## src/design/csc_pkg.sv

```systemverilog
package csc_pkg;
  // bit rate divider code range
  localparam logic [7:0] CSC_DIV_MIN = 8'h00;
  localparam logic [7:0] CSC_DIV_MAX = 8'hff;
  // bits in one character
  localparam int CSC_CHAR_BITS = 8;
  localparam logic [3:0] CSC_LAST_BIT = 4'h7;
  // peripheral clock prescale choices: f1, f8, f32
  localparam logic [1:0] CSC_SRC_F1 = 2'h0;
  localparam logic [1:0] CSC_SRC_F8 = 2'h1;
  localparam logic [1:0] CSC_SRC_F32 = 2'h2;
  localparam logic [4:0] CSC_PRE_F1 = 5'h00;
  localparam logic [4:0] CSC_PRE_F8 = 5'h07;
  localparam logic [4:0] CSC_PRE_F32 = 5'h1f;
  // reset values
  localparam logic [7:0] CSC_DIV_RESET = 8'h00;
  localparam logic [7:0] CSC_BYTE_RESET = 8'h00;
  // two-entry buffer
  localparam int CSC_BUF_DEPTH = 2;
  localparam int CSC_BUF_WIDTH = 8;

  typedef enum logic [2:0]
  {
    CSC_IDLE = 3'b001,
    CSC_SHIFT = 3'b010,
    CSC_DONE = 3'b100
  } csc_state_t;
endpackage

```

## src/design/csc_channel.sv

```systemverilog
`timescale 1ns/1ps
`default_nettype none
// Summary of operation
// - divider code n accepted over the full range 00 to ff
// - internal transfer clock is prescaled clock divided by 2(n+1)
// - every character shifts exactly eight bits
// - overrun overwrites receive data and raises no receive request
// - polarity bit picks launch and sample edges of transfer clock
// - order bit: 0 sends lsb first, 1 sends msb first
// - continuous receive: buffer read re-arms reception, which starts without dummy write only on peer clock
// - channel one: two select bits pick which clock pin drives
// - two-pin clock output disables clear and request to send
// - channel two logic select inverts data at write and read
// - channel two line reversal inverts serial out and in levels
// - serial output holds high from mode select until first transfer
// - open-drain output floats during pre-transfer idle instead
// - receive-only still shifts out dummy transmit data
// - transmit-only leaves serial input readable as general input
// - clock select 0 drives clock pin, 1 takes peer clock
// - flow pin: clear input, request output, or general port
module csc_channel
  import csc_pkg::*;
#(
  parameter bit HAS_CLK_SPLIT = 1'b1,
  parameter bit HAS_LOGIC_SEL = 1'b1
)
(
  // clock, reset, enable
  input wire logic mclk,
  input wire logic rst_n,
  input wire logic clk_en,
  // control bits
  input wire logic serial_mode,
  input wire logic [7:0] div_n,
  input wire logic [1:0] clk_src,
  input wire logic ext_clk_sel,
  input wire logic clk_pol,
  input wire logic msb_first,
  input wire logic tx_enable,
  input wire logic rx_enable,
  input wire logic cont_rx,
  input wire logic flow_disable,
  input wire logic flow_rts_sel,
  input wire logic [1:0] clk_pin_sel,
  input wire logic data_invert,
  input wire logic line_reverse,
  input wire logic open_drain,
  // cpu transmit side
  input wire logic tx_valid,
  output logic tx_ready,
  input wire logic [7:0] tx_data,
  // cpu receive side
  output logic rx_valid,
  input wire logic rx_read,
  output logic [7:0] rx_data,
  output logic rx_req,
  output logic overrun,
  output logic port_in,
  output logic port_flow_in,
  // pins
  output logic serial_out_pin_o,
  output logic serial_out_pin_oe_n,
  input wire logic serial_in_pin,
  output logic transfer_clock_pin_o,
  output logic transfer_clock_pin_oe_n,
  input wire logic transfer_clock_pin_i,
  output logic alternate_clock_pin_o,
  output logic alternate_clock_pin_oe_n,
  output logic flow_control_pin_o,
  output logic flow_control_pin_oe_n,
  input wire logic flow_control_pin_i
);
  function automatic logic [7:0] rev8(input logic [7:0] d);
    logic [7:0] r;
    r = 8'h00;
    for (int i = 0; i < 8; i++)
      r[i] = d[7-i];
    return r;
  endfunction

  function automatic logic [4:0] pre_of(input logic [1:0] s);
    logic [4:0] p;
    p = CSC_PRE_F1;
    if (s == CSC_SRC_F8)
      p = CSC_PRE_F8;
    else if (s == CSC_SRC_F32)
      p = CSC_PRE_F32;
    return p;
  endfunction

  csc_state_t state;
  // latched control, frozen for a whole character
  logic l_ext, l_pol, l_msb, l_inv, l_rev, l_split, l_flow_off, l_rts;
  logic [1:0] l_pin, l_src;
  logic [7:0] l_div;
  logic [7:0] shreg;
  logic [3:0] bit_cnt;
  logic [4:0] pre_cnt;
  logic [7:0] div_cnt;
  logic sclk;
  logic started;
  logic rx_armed;
  logic [2:0] ck_sync, in_sync, cts_sync;
  logic ck_lvl, in_lvl, cts_lvl;
  logic ck_prev;
  logic edge_rise, edge_fall, launch_edge, sample_edge;
  logic split_now;
  logic bf_valid, bf_ready;
  logic [7:0] bf_data;
  logic rx_full;
  logic start_ok, rearm_go;

  // split and logic select exist only on their channel
  assign split_now = HAS_CLK_SPLIT && (clk_pin_sel != 2'h0) && !ext_clk_sel;

  // three-stage pin synchronisers, change taken when last two agree
  always_ff @(posedge mclk or negedge rst_n)
  begin
    if (!rst_n)
    begin
      ck_sync <= 3'h7;
      in_sync <= 3'h7;
      cts_sync <= 3'h7;
      ck_lvl <= 1'b1;
      in_lvl <= 1'b1;
      cts_lvl <= 1'b1;
    end
    else if (clk_en)
    begin
      ck_sync <= {ck_sync[1:0], transfer_clock_pin_i};
      in_sync <= {in_sync[1:0], serial_in_pin};
      cts_sync <= {cts_sync[1:0], flow_control_pin_i};
      if (ck_sync[1] == ck_sync[2])
        ck_lvl <= ck_sync[2];
      if (in_sync[1] == in_sync[2])
        in_lvl <= in_sync[2];
      if (cts_sync[1] == cts_sync[2])
        cts_lvl <= cts_sync[2];
    end
  end

  // transmit buffer: stall upstream instead of dropping a word
  csc_buf2 u_txbuf (
    .mclk(mclk),
    .rst_n(rst_n),
    .clk_en(clk_en),
    .in_valid(tx_valid),
    .in_ready(tx_ready),
    .in_data(tx_data),
    .out_valid(bf_valid),
    .out_ready(bf_ready),
    .out_data(bf_data)
  );

  // prescale then divide by n+1 per half period
  always_ff @(posedge mclk or negedge rst_n)
  begin
    if (!rst_n)
    begin
      pre_cnt <= 5'h00;
      div_cnt <= CSC_DIV_RESET;
      sclk <= 1'b1;
    end
    else if (clk_en)
    begin
      if (state != CSC_SHIFT)
      begin
        pre_cnt <= 5'h00;
        div_cnt <= CSC_DIV_RESET;
        sclk <= clk_pol ? 1'b0 : 1'b1;
      end
      else if (pre_cnt != pre_of(l_src))
        pre_cnt <= pre_cnt + 5'h01;
      else
      begin
        pre_cnt <= 5'h00;
        // full 8-bit code, 00 gives fastest
        if (div_cnt == l_div)
        begin
          div_cnt <= CSC_DIV_RESET;
          sclk <= ~sclk;
        end
        else
          div_cnt <= div_cnt + 8'h01;
      end
    end
  end

  // edges from own divider or from peer clock
  always_ff @(posedge mclk or negedge rst_n)
  begin
    if (!rst_n)
      ck_prev <= 1'b1;
    else if (clk_en)
      ck_prev <= l_ext ? ck_lvl : sclk;
  end
  assign edge_rise = ((l_ext ? ck_lvl : sclk) && !ck_prev);
  assign edge_fall = (!(l_ext ? ck_lvl : sclk) && ck_prev);
  // polarity 0: launch on fall, sample on rise
  assign launch_edge = (state == CSC_SHIFT) && (l_pol ? edge_rise : edge_fall);
  assign sample_edge = (state == CSC_SHIFT) && (l_pol ? edge_fall : edge_rise);

  // pin sync latency: receive needs half periods of several mclk cycles
  assign start_ok = (state == CSC_IDLE) && serial_mode && tx_enable &&
    (flow_disable || flow_rts_sel || split_now || !cts_lvl) &&
    (!ext_clk_sel || (ck_lvl != clk_pol));
  assign bf_ready = start_ok;
  // armed channel starts on peer clock with no dummy write
  assign rearm_go = cont_rx && rx_armed && ext_clk_sel && rx_enable;

  // shift engine
  always_ff @(posedge mclk or negedge rst_n)
  begin
    if (!rst_n)
    begin
      state <= CSC_IDLE;
      shreg <= CSC_BYTE_RESET;
      bit_cnt <= 4'h0;
      {l_ext, l_pol, l_msb, l_inv, l_rev, l_split, l_flow_off, l_rts} <= 8'h00;
      l_pin <= 2'h0;
      l_src <= CSC_SRC_F1;
      l_div <= CSC_DIV_RESET;
      started <= 1'b0;
    end
    else if (clk_en)
    begin
      if (!serial_mode)
        started <= 1'b0;
      case (state)
        CSC_IDLE:
        begin
          // controls reloaded every idle cycle, held from character start
          l_ext <= ext_clk_sel;
          l_pol <= clk_pol;
          l_msb <= msb_first;
          l_inv <= HAS_LOGIC_SEL && data_invert;
          l_rev <= HAS_LOGIC_SEL && line_reverse;
          l_split <= split_now;
          l_pin <= clk_pin_sel;
          l_flow_off <= flow_disable;
          l_rts <= flow_rts_sel;
          l_src <= clk_src;
          l_div <= div_n;
          // dummy byte still shifted for receive-only
          if (start_ok && (bf_valid || rearm_go))
          begin
            // msb-first stored reversed, lsb always leaves first
            if (!bf_valid)
              shreg <= 8'hff;
            else
              shreg <= msb_first ? rev8(HAS_LOGIC_SEL && data_invert ?
              ~bf_data : bf_data) : (HAS_LOGIC_SEL && data_invert ?
              ~bf_data : bf_data);
            bit_cnt <= 4'h0;
            started <= 1'b1;
            state <= CSC_SHIFT;
          end
        end
        CSC_SHIFT:
        begin
          if (sample_edge)
          begin
            shreg <= {in_lvl ^ l_rev, shreg[7:1]};
            if (bit_cnt == CSC_LAST_BIT)
              state <= CSC_DONE;
            bit_cnt <= bit_cnt + 4'h1;
          end
        end
        CSC_DONE:
          state <= CSC_IDLE;
        default:
          state <= CSC_IDLE;
      endcase
    end
  end

  // receive buffer, overrun and request
  always_ff @(posedge mclk or negedge rst_n)
  begin
    if (!rst_n)
    begin
      rx_data <= CSC_BYTE_RESET;
      rx_full <= 1'b0;
      rx_valid <= 1'b0;
      rx_req <= 1'b0;
      overrun <= 1'b0;
      rx_armed <= 1'b0;
    end
    else if (clk_en)
    begin
      rx_req <= 1'b0;
      // read re-arms reception in continuous mode
      if (rx_read && cont_rx)
        rx_armed <= 1'b1;
      if (state == CSC_DONE && rx_enable)
      begin
        // receive side inverted on read path
        rx_data <= (l_msb ? rev8(shreg) : shreg) ^ {8{l_inv}};
        rx_full <= 1'b1;
        rx_valid <= 1'b1;
        rx_armed <= 1'b0;
        if (rx_full && !(rx_read))
          overrun <= 1'b1;
        else
          rx_req <= 1'b1;
      end
      else if (rx_read)
      begin
        rx_full <= 1'b0;
        rx_valid <= 1'b0;
        overrun <= 1'b0;
      end
    end
  end

  // pin drivers, all registered
  always_ff @(posedge mclk or negedge rst_n)
  begin
    if (!rst_n)
    begin
      serial_out_pin_o <= 1'b1;
      serial_out_pin_oe_n <= 1'b1;
      transfer_clock_pin_o <= 1'b1;
      transfer_clock_pin_oe_n <= 1'b1;
      alternate_clock_pin_o <= 1'b1;
      alternate_clock_pin_oe_n <= 1'b1;
      flow_control_pin_o <= 1'b1;
      flow_control_pin_oe_n <= 1'b1;
      port_in <= 1'b1;
      port_flow_in <= 1'b1;
    end
    else if (clk_en)
    begin
      // input pin always visible as a port
      port_in <= in_lvl;
      port_flow_in <= cts_lvl;
      // high before first transfer, float if open-drain
      if (!serial_mode || !started)
      begin
        serial_out_pin_o <= 1'b1;
        serial_out_pin_oe_n <= !serial_mode || open_drain;
      end
      else if (launch_edge || state == CSC_IDLE)
      begin
        serial_out_pin_o <= (state == CSC_SHIFT ? shreg[0] :
          serial_out_pin_o ^ 1'b0) ^ (state == CSC_SHIFT ? l_rev : 1'b0);
        serial_out_pin_oe_n <= open_drain &&
          ((state == CSC_SHIFT ? shreg[0] ^ l_rev : serial_out_pin_o));
      end
      // drive the clock only when internal
      // split picks pin by select code
      transfer_clock_pin_o <= sclk;
      alternate_clock_pin_o <= sclk;
      transfer_clock_pin_oe_n <= !(serial_mode && !ext_clk_sel &&
        (!split_now || clk_pin_sel == 2'h1));
      alternate_clock_pin_oe_n <= !(serial_mode && split_now &&
        clk_pin_sel == 2'h2);
      flow_control_pin_o <= !(rx_enable && !rx_full &&
        (rx_armed || !cont_rx || state != CSC_IDLE));
      flow_control_pin_oe_n <= !(serial_mode && !flow_disable &&
        flow_rts_sel && !split_now);
    end
  end

  a_overrun_no_req: assert property (@(posedge mclk) disable iff (!rst_n)
    $rose(overrun) |-> !rx_req)
    else $error("request raised on overrun");
  a_eight_bits: assert property (@(posedge mclk) disable iff (!rst_n)
    (state == CSC_DONE) |-> (bit_cnt == 4'h8))
    else $error("character not eight bits");
  a_ctrl_frozen: assert property (@(posedge mclk) disable iff (!rst_n)
    (clk_en && state == CSC_SHIFT && $past(state) == CSC_SHIFT) |->
    $stable(l_div) && $stable(l_msb))
    else $error("control changed mid character");
  a_ext_no_drive: assert property (@(posedge mclk) disable iff (!rst_n)
    (clk_en && ext_clk_sel) |=> (transfer_clock_pin_oe_n || !clk_en))
    else $error("clock pin driven with external clock");
  a_split_no_rts: assert property (@(posedge mclk) disable iff (!rst_n)
    (clk_en && split_now) |=> flow_control_pin_oe_n)
    else $error("flow pin driven during split");
  // idle output high before first transfer
  a_idle_high: assert property (@(posedge mclk) disable iff (!rst_n)
    (clk_en && !started && !$past(started)) |=> serial_out_pin_o)
    else $error("output not high before transfer");
  a_od_float: assert property (@(posedge mclk) disable iff (!rst_n)
    (clk_en && !started && open_drain) |=> serial_out_pin_oe_n)
    else $error("open-drain driven in idle");
  a_div_bound: assert property (@(posedge mclk) disable iff (!rst_n)
    div_cnt <= l_div || state != CSC_SHIFT)
    else $error("divider count past code");
endmodule
`default_nettype wire

```

## src/design/csc_buf2.sv

```systemverilog
`timescale 1ns/1ps
`default_nettype none
module csc_buf2
  import csc_pkg::*;
(
  // clock and reset
  input wire logic mclk,
  input wire logic rst_n,
  input wire logic clk_en,
  // filling side
  input wire logic in_valid,
  output logic in_ready,
  input wire logic [CSC_BUF_WIDTH-1:0] in_data,
  // draining side
  output logic out_valid,
  input wire logic out_ready,
  output logic [CSC_BUF_WIDTH-1:0] out_data
);
  logic [CSC_BUF_WIDTH-1:0] mem [CSC_BUF_DEPTH];
  logic wr_ptr;
  logic rd_ptr;
  logic [1:0] count;
  logic push;
  logic pop;

  assign in_ready = (count != 2'(CSC_BUF_DEPTH));
  assign out_valid = (count != 2'h0);
  assign out_data = mem[rd_ptr];
  assign push = in_valid && in_ready;
  assign pop = out_valid && out_ready;

  always_ff @(posedge mclk or negedge rst_n)
  begin
    if (!rst_n)
    begin
      wr_ptr <= 1'b0;
      rd_ptr <= 1'b0;
      count <= 2'h0;
      mem[0] <= CSC_BYTE_RESET;
      mem[1] <= CSC_BYTE_RESET;
    end
    else if (clk_en)
    begin
      if (push)
      begin
        mem[wr_ptr] <= in_data;
        wr_ptr <= ~wr_ptr;
      end
      if (pop)
        rd_ptr <= ~rd_ptr;
      count <= count + {1'b0, push} - {1'b0, pop};
    end
  end

  a_buf_never_over: assert property (@(posedge mclk) disable iff (!rst_n)
    count <= 2'(CSC_BUF_DEPTH))
    else $error("buffer count above depth");
endmodule
`default_nettype wire

```

## config.mk

```make
export PLATFORM = sky130hd
export DESIGN_NAME = csc_channel
export DESIGN_NICKNAME = d
export VERILOG_FILES = /design/src/design/csc_pkg.sv /design/src/design/csc_channel.sv /design/src/design/csc_buf2.sv
export SDC_FILE = /design/constraint.sdc
export NUM_CORES = 1
export LEC_CHECK = 0
export BUFFER_PORTS_ARGS = -buffer_cell sky130_fd_sc_hd__buf_4
export CORE_MARGIN = 3
export CORE_UTILIZATION = 25
export CTS_CLUSTER_DIAMETER = 150
export DETAILED_ROUTE_END_ITERATION = 6
export PLACE_DENSITY_LB_ADDON = 0.05
export SLEW_MARGIN = 20
export SYNTH_ARGS = -nofsm -noshare
export SYNTH_HDL_FRONTEND = slang
export SYNTH_SLANG_ARGS = --single-unit
export TNS_END_PERCENT = 100
```

## constraint.sdc

```tcl
create_clock -name mclk -period 2.22 [get_ports mclk]
set_input_delay 0.444 -clock mclk [delete_from_list [all_inputs] [get_ports mclk]]
set_output_delay 0.444 -clock mclk [all_outputs]
set_load 0.02 [all_outputs]
```

==> out/metrics.cfg <==
[place]
port_buffers = 61
dp_hpwl_mm = 8.91
gp_congestion = 0.701

[sta]
fin_crit_ps = 2040
rsz0062_at_grt = false
worst_pin_slew_ps = 480
relSlewSlack_pct = 68.0
setup_viol = 0
fmax_mhz = 490
skew_ps = 6.64
hold_violations = 0
drv_slew = 0
fin_setup_tns_ps = 0
finalCritPeriodShare_pct = 91.9

[global_routing]
overflow = 0
grt_use_met2_pct = 17.4
grt_use_total_pct = 11.8
grt_use_met3_pct = 2.16
grt_pass1_wl_mm = 20.5
busiest_layer = met2
grt_max_degree = 36
met1_usage_pct = 17.3
antenna_found_initial = 0
grt_pass1_vias = 3739

[floorplan]
core_sq_mm = 0.0197
initial_core_util_pct = 25.7
ios = 62
die_y_microns = 148
die_area_sq_mm = 0.0220
die_x_microns = 148
row_count = 51

[critical_path]
endpoint_kind = flip-flop
cp.arrival_ps = 2270
critPathRequiredTime_ps = 2450
timing.rr.start = state[0]
reg2reg_slack_ps = 180
crit_path_start_kind = flip-flop
rr_endpoint = u_txbuf.count[1]
ff2ff_path_depth = 10
worstPathMaxFanout = 6
path_class = flip-flop to flip-flop

[logic_synthesis]
ys_types = 61
synth_top_cells_by_area = dfrtp_1 (37%), dfstp_2 (12%), mux2_2 (8.9%)
synth.avg_cell_area_sq_um = 11.1
yosysTopAreaCellShare_pct = 37.1
syn_nets = 503
syn_inst = 457
ys_ff_latch = 99
syn_area_sq_mm = 0.00506
async_reset_ff_share_pct = 100
synth_most_common_cell = dfrtp_1
yosysTopAreaCell = dfrtp_1
synth_commonest_cells = dfrtp_1 (75), nand2_1 (42), mux2_2 (40), o21ai_0 (36), inv_1 (26)
ys.flop_type = dfrtp_1
synth-edff-count = 0
ys_seq_area_share_pct = 49.6
yosysWarnings = 0

[final_layout]
final_core_util_pct = 31.9
layout.nets = 579
drive_gt1_share_pct = 34.9
diodes = 0
fillers = 2091
areaGrowthSynthToFinish_pct = 23.7

[pwr]
power.density_mw_per_mm2 = 1030
ir_drop_uv = 361
p_leak_uw = 0.00273

[cts]
clk_latency_ps = 350
h-tree-depth = 3
cts_buffers = 9
cts_tree = built
clock_path_buffers = 2
cts_hold_buf = 0
ctsRootBufferMaster = clkbuf_16
clock-sinks = 99
clk_pin_slew_ps = 70

[detailed_routing]
routedWlPerCell_microns = 15.3
final_antenna_net_count = 0
vias = 3682
dr.pass1.iters = 5
wirelength_mm = 12.3
drc = 0
viasPerCell = 4.59
drt_iter0_markers = 195

[job]
maxCapViolations = 0

[min_path]
min_path_type = input port to asynchronous set/reset pin

[status]
status = finished, final reports clean

-- flip-flops by register name (all words and copies together) (netlist names), 4 cells and up --
register	cells
bit_cnt	4
div_cnt	8
l_div	8
pre_cnt	5
rx_data	8
shreg	8
u_txbuf.mem	16
-- critical path: stages (launching register included) --
cell     delay (ps)
dfstp_2         580
inv_1            90
nor3_4          200
nand3_2         140
nor2_1          120
ha_1            230
inv_1            60
ha_1            140
xor2_1          140
nand2_1          80
xnor2_1         140
-- logic make-up after synthesis --
group           Yosys count  share of synthesized area (%)
compound gates           96                           12.6
xor+xnor                 22                           3.81
buf+inv                  50                           4.15
flops                    99                           49.6
mux                      68                           16.4
simple gates            116                           12.0
fa+ha+maj                 6                           1.48
-- repair_timing --
item | in CTS | in global routing
endpoints found under the setup margin | 0 | 2
gates resized for setup | 0 | 4
buffers inserted | 0 | 1
-- routing by layer --
| metal | wire length (microns) | vias to the layer above |
|---|---|---|
| met5 | 0 | - |
| met4 | 204 | 0 |
| met3 | 450 | 14 |
| met2 | 5350 | 68 |
| met1 | 6250 | 1792 |
| li1 | - | 1808 |
-- layout make-up --
class / instances / area, sq um / area share [%]
multi-input combinational: 308 / 2370 / 37.8
clock inverter: 4 / 25.0 / 0.400
timing repair buffer: 88 / 673 / 10.8
inverter: 27 / 101 / 1.62
clock buffer: 12 / 256 / 4.10
tap: 265 / 332 / 5.30
sequential: 99 / 2510 / 40.0
-- how the worst max path moves through the flow --
stage | slack, ps | startpoint | cells past startpoint | endpoint
global route | 10 | ck_lvl | 10 | u_txbuf.count[1]
detailed placement | -100 | ext_clk_sel | 11 | u_txbuf.count[1]
CTS | 40 | state[0] | 10 | u_txbuf.count[1]
floorplan | 190 | state[0] | 10 | u_txbuf.count[1]
finish | 180 | state[0] | 10 | u_txbuf.count[1]
global placement | -60 | ext_clk_sel | 11 | u_txbuf.count[1]
-- power breakdown --
group	total, uW	switching (uW)	internal (uW)
sequential	2800	444	2350
combinational	2150	990	1160
clock	1510	696	819
total	6470	2130	4340
-- layout by cell type (no fill, tap or decap), types with 11 or more instances in the layout --
| master | instances |
|---|---|
| nand3_1 | 11 |
| nand2_1 | 42 |
| nor2_1 | 16 |
| mux2i_1 | 20 |
| buf_4 | 87 |
| a21oi_1 | 20 |
| dfrtp_1 | 75 |
| inv_1 | 26 |
| mux2_2 | 40 |
| xor2_1 | 19 |
| dfstp_2 | 24 |
| o21ai_0 | 36 |
-- per-stage QoR --
| step | hold slack, ps | area, sq um | instances | setup WS (ps) | power, uW |
|---|---|---|---|---|---|
| after global placement | 426 | 5950 | 786 | -59.4 | 4970 |
| final | 38.0 | 6260 | 803 | 180 | 6470 |
| after CTS | 35.6 | 6230 | 802 | 35.5 | 6580 |
| after global routing | 51.9 | 6260 | 803 | 11.7 | 6960 |
| after floorplan | 148 | 5060 | 457 | 190 | 4290 |
| after detailed placement | 416 | 5950 | 786 | -104 | 5000 |
Note: power is estimated with default switching activity, not from simulation.
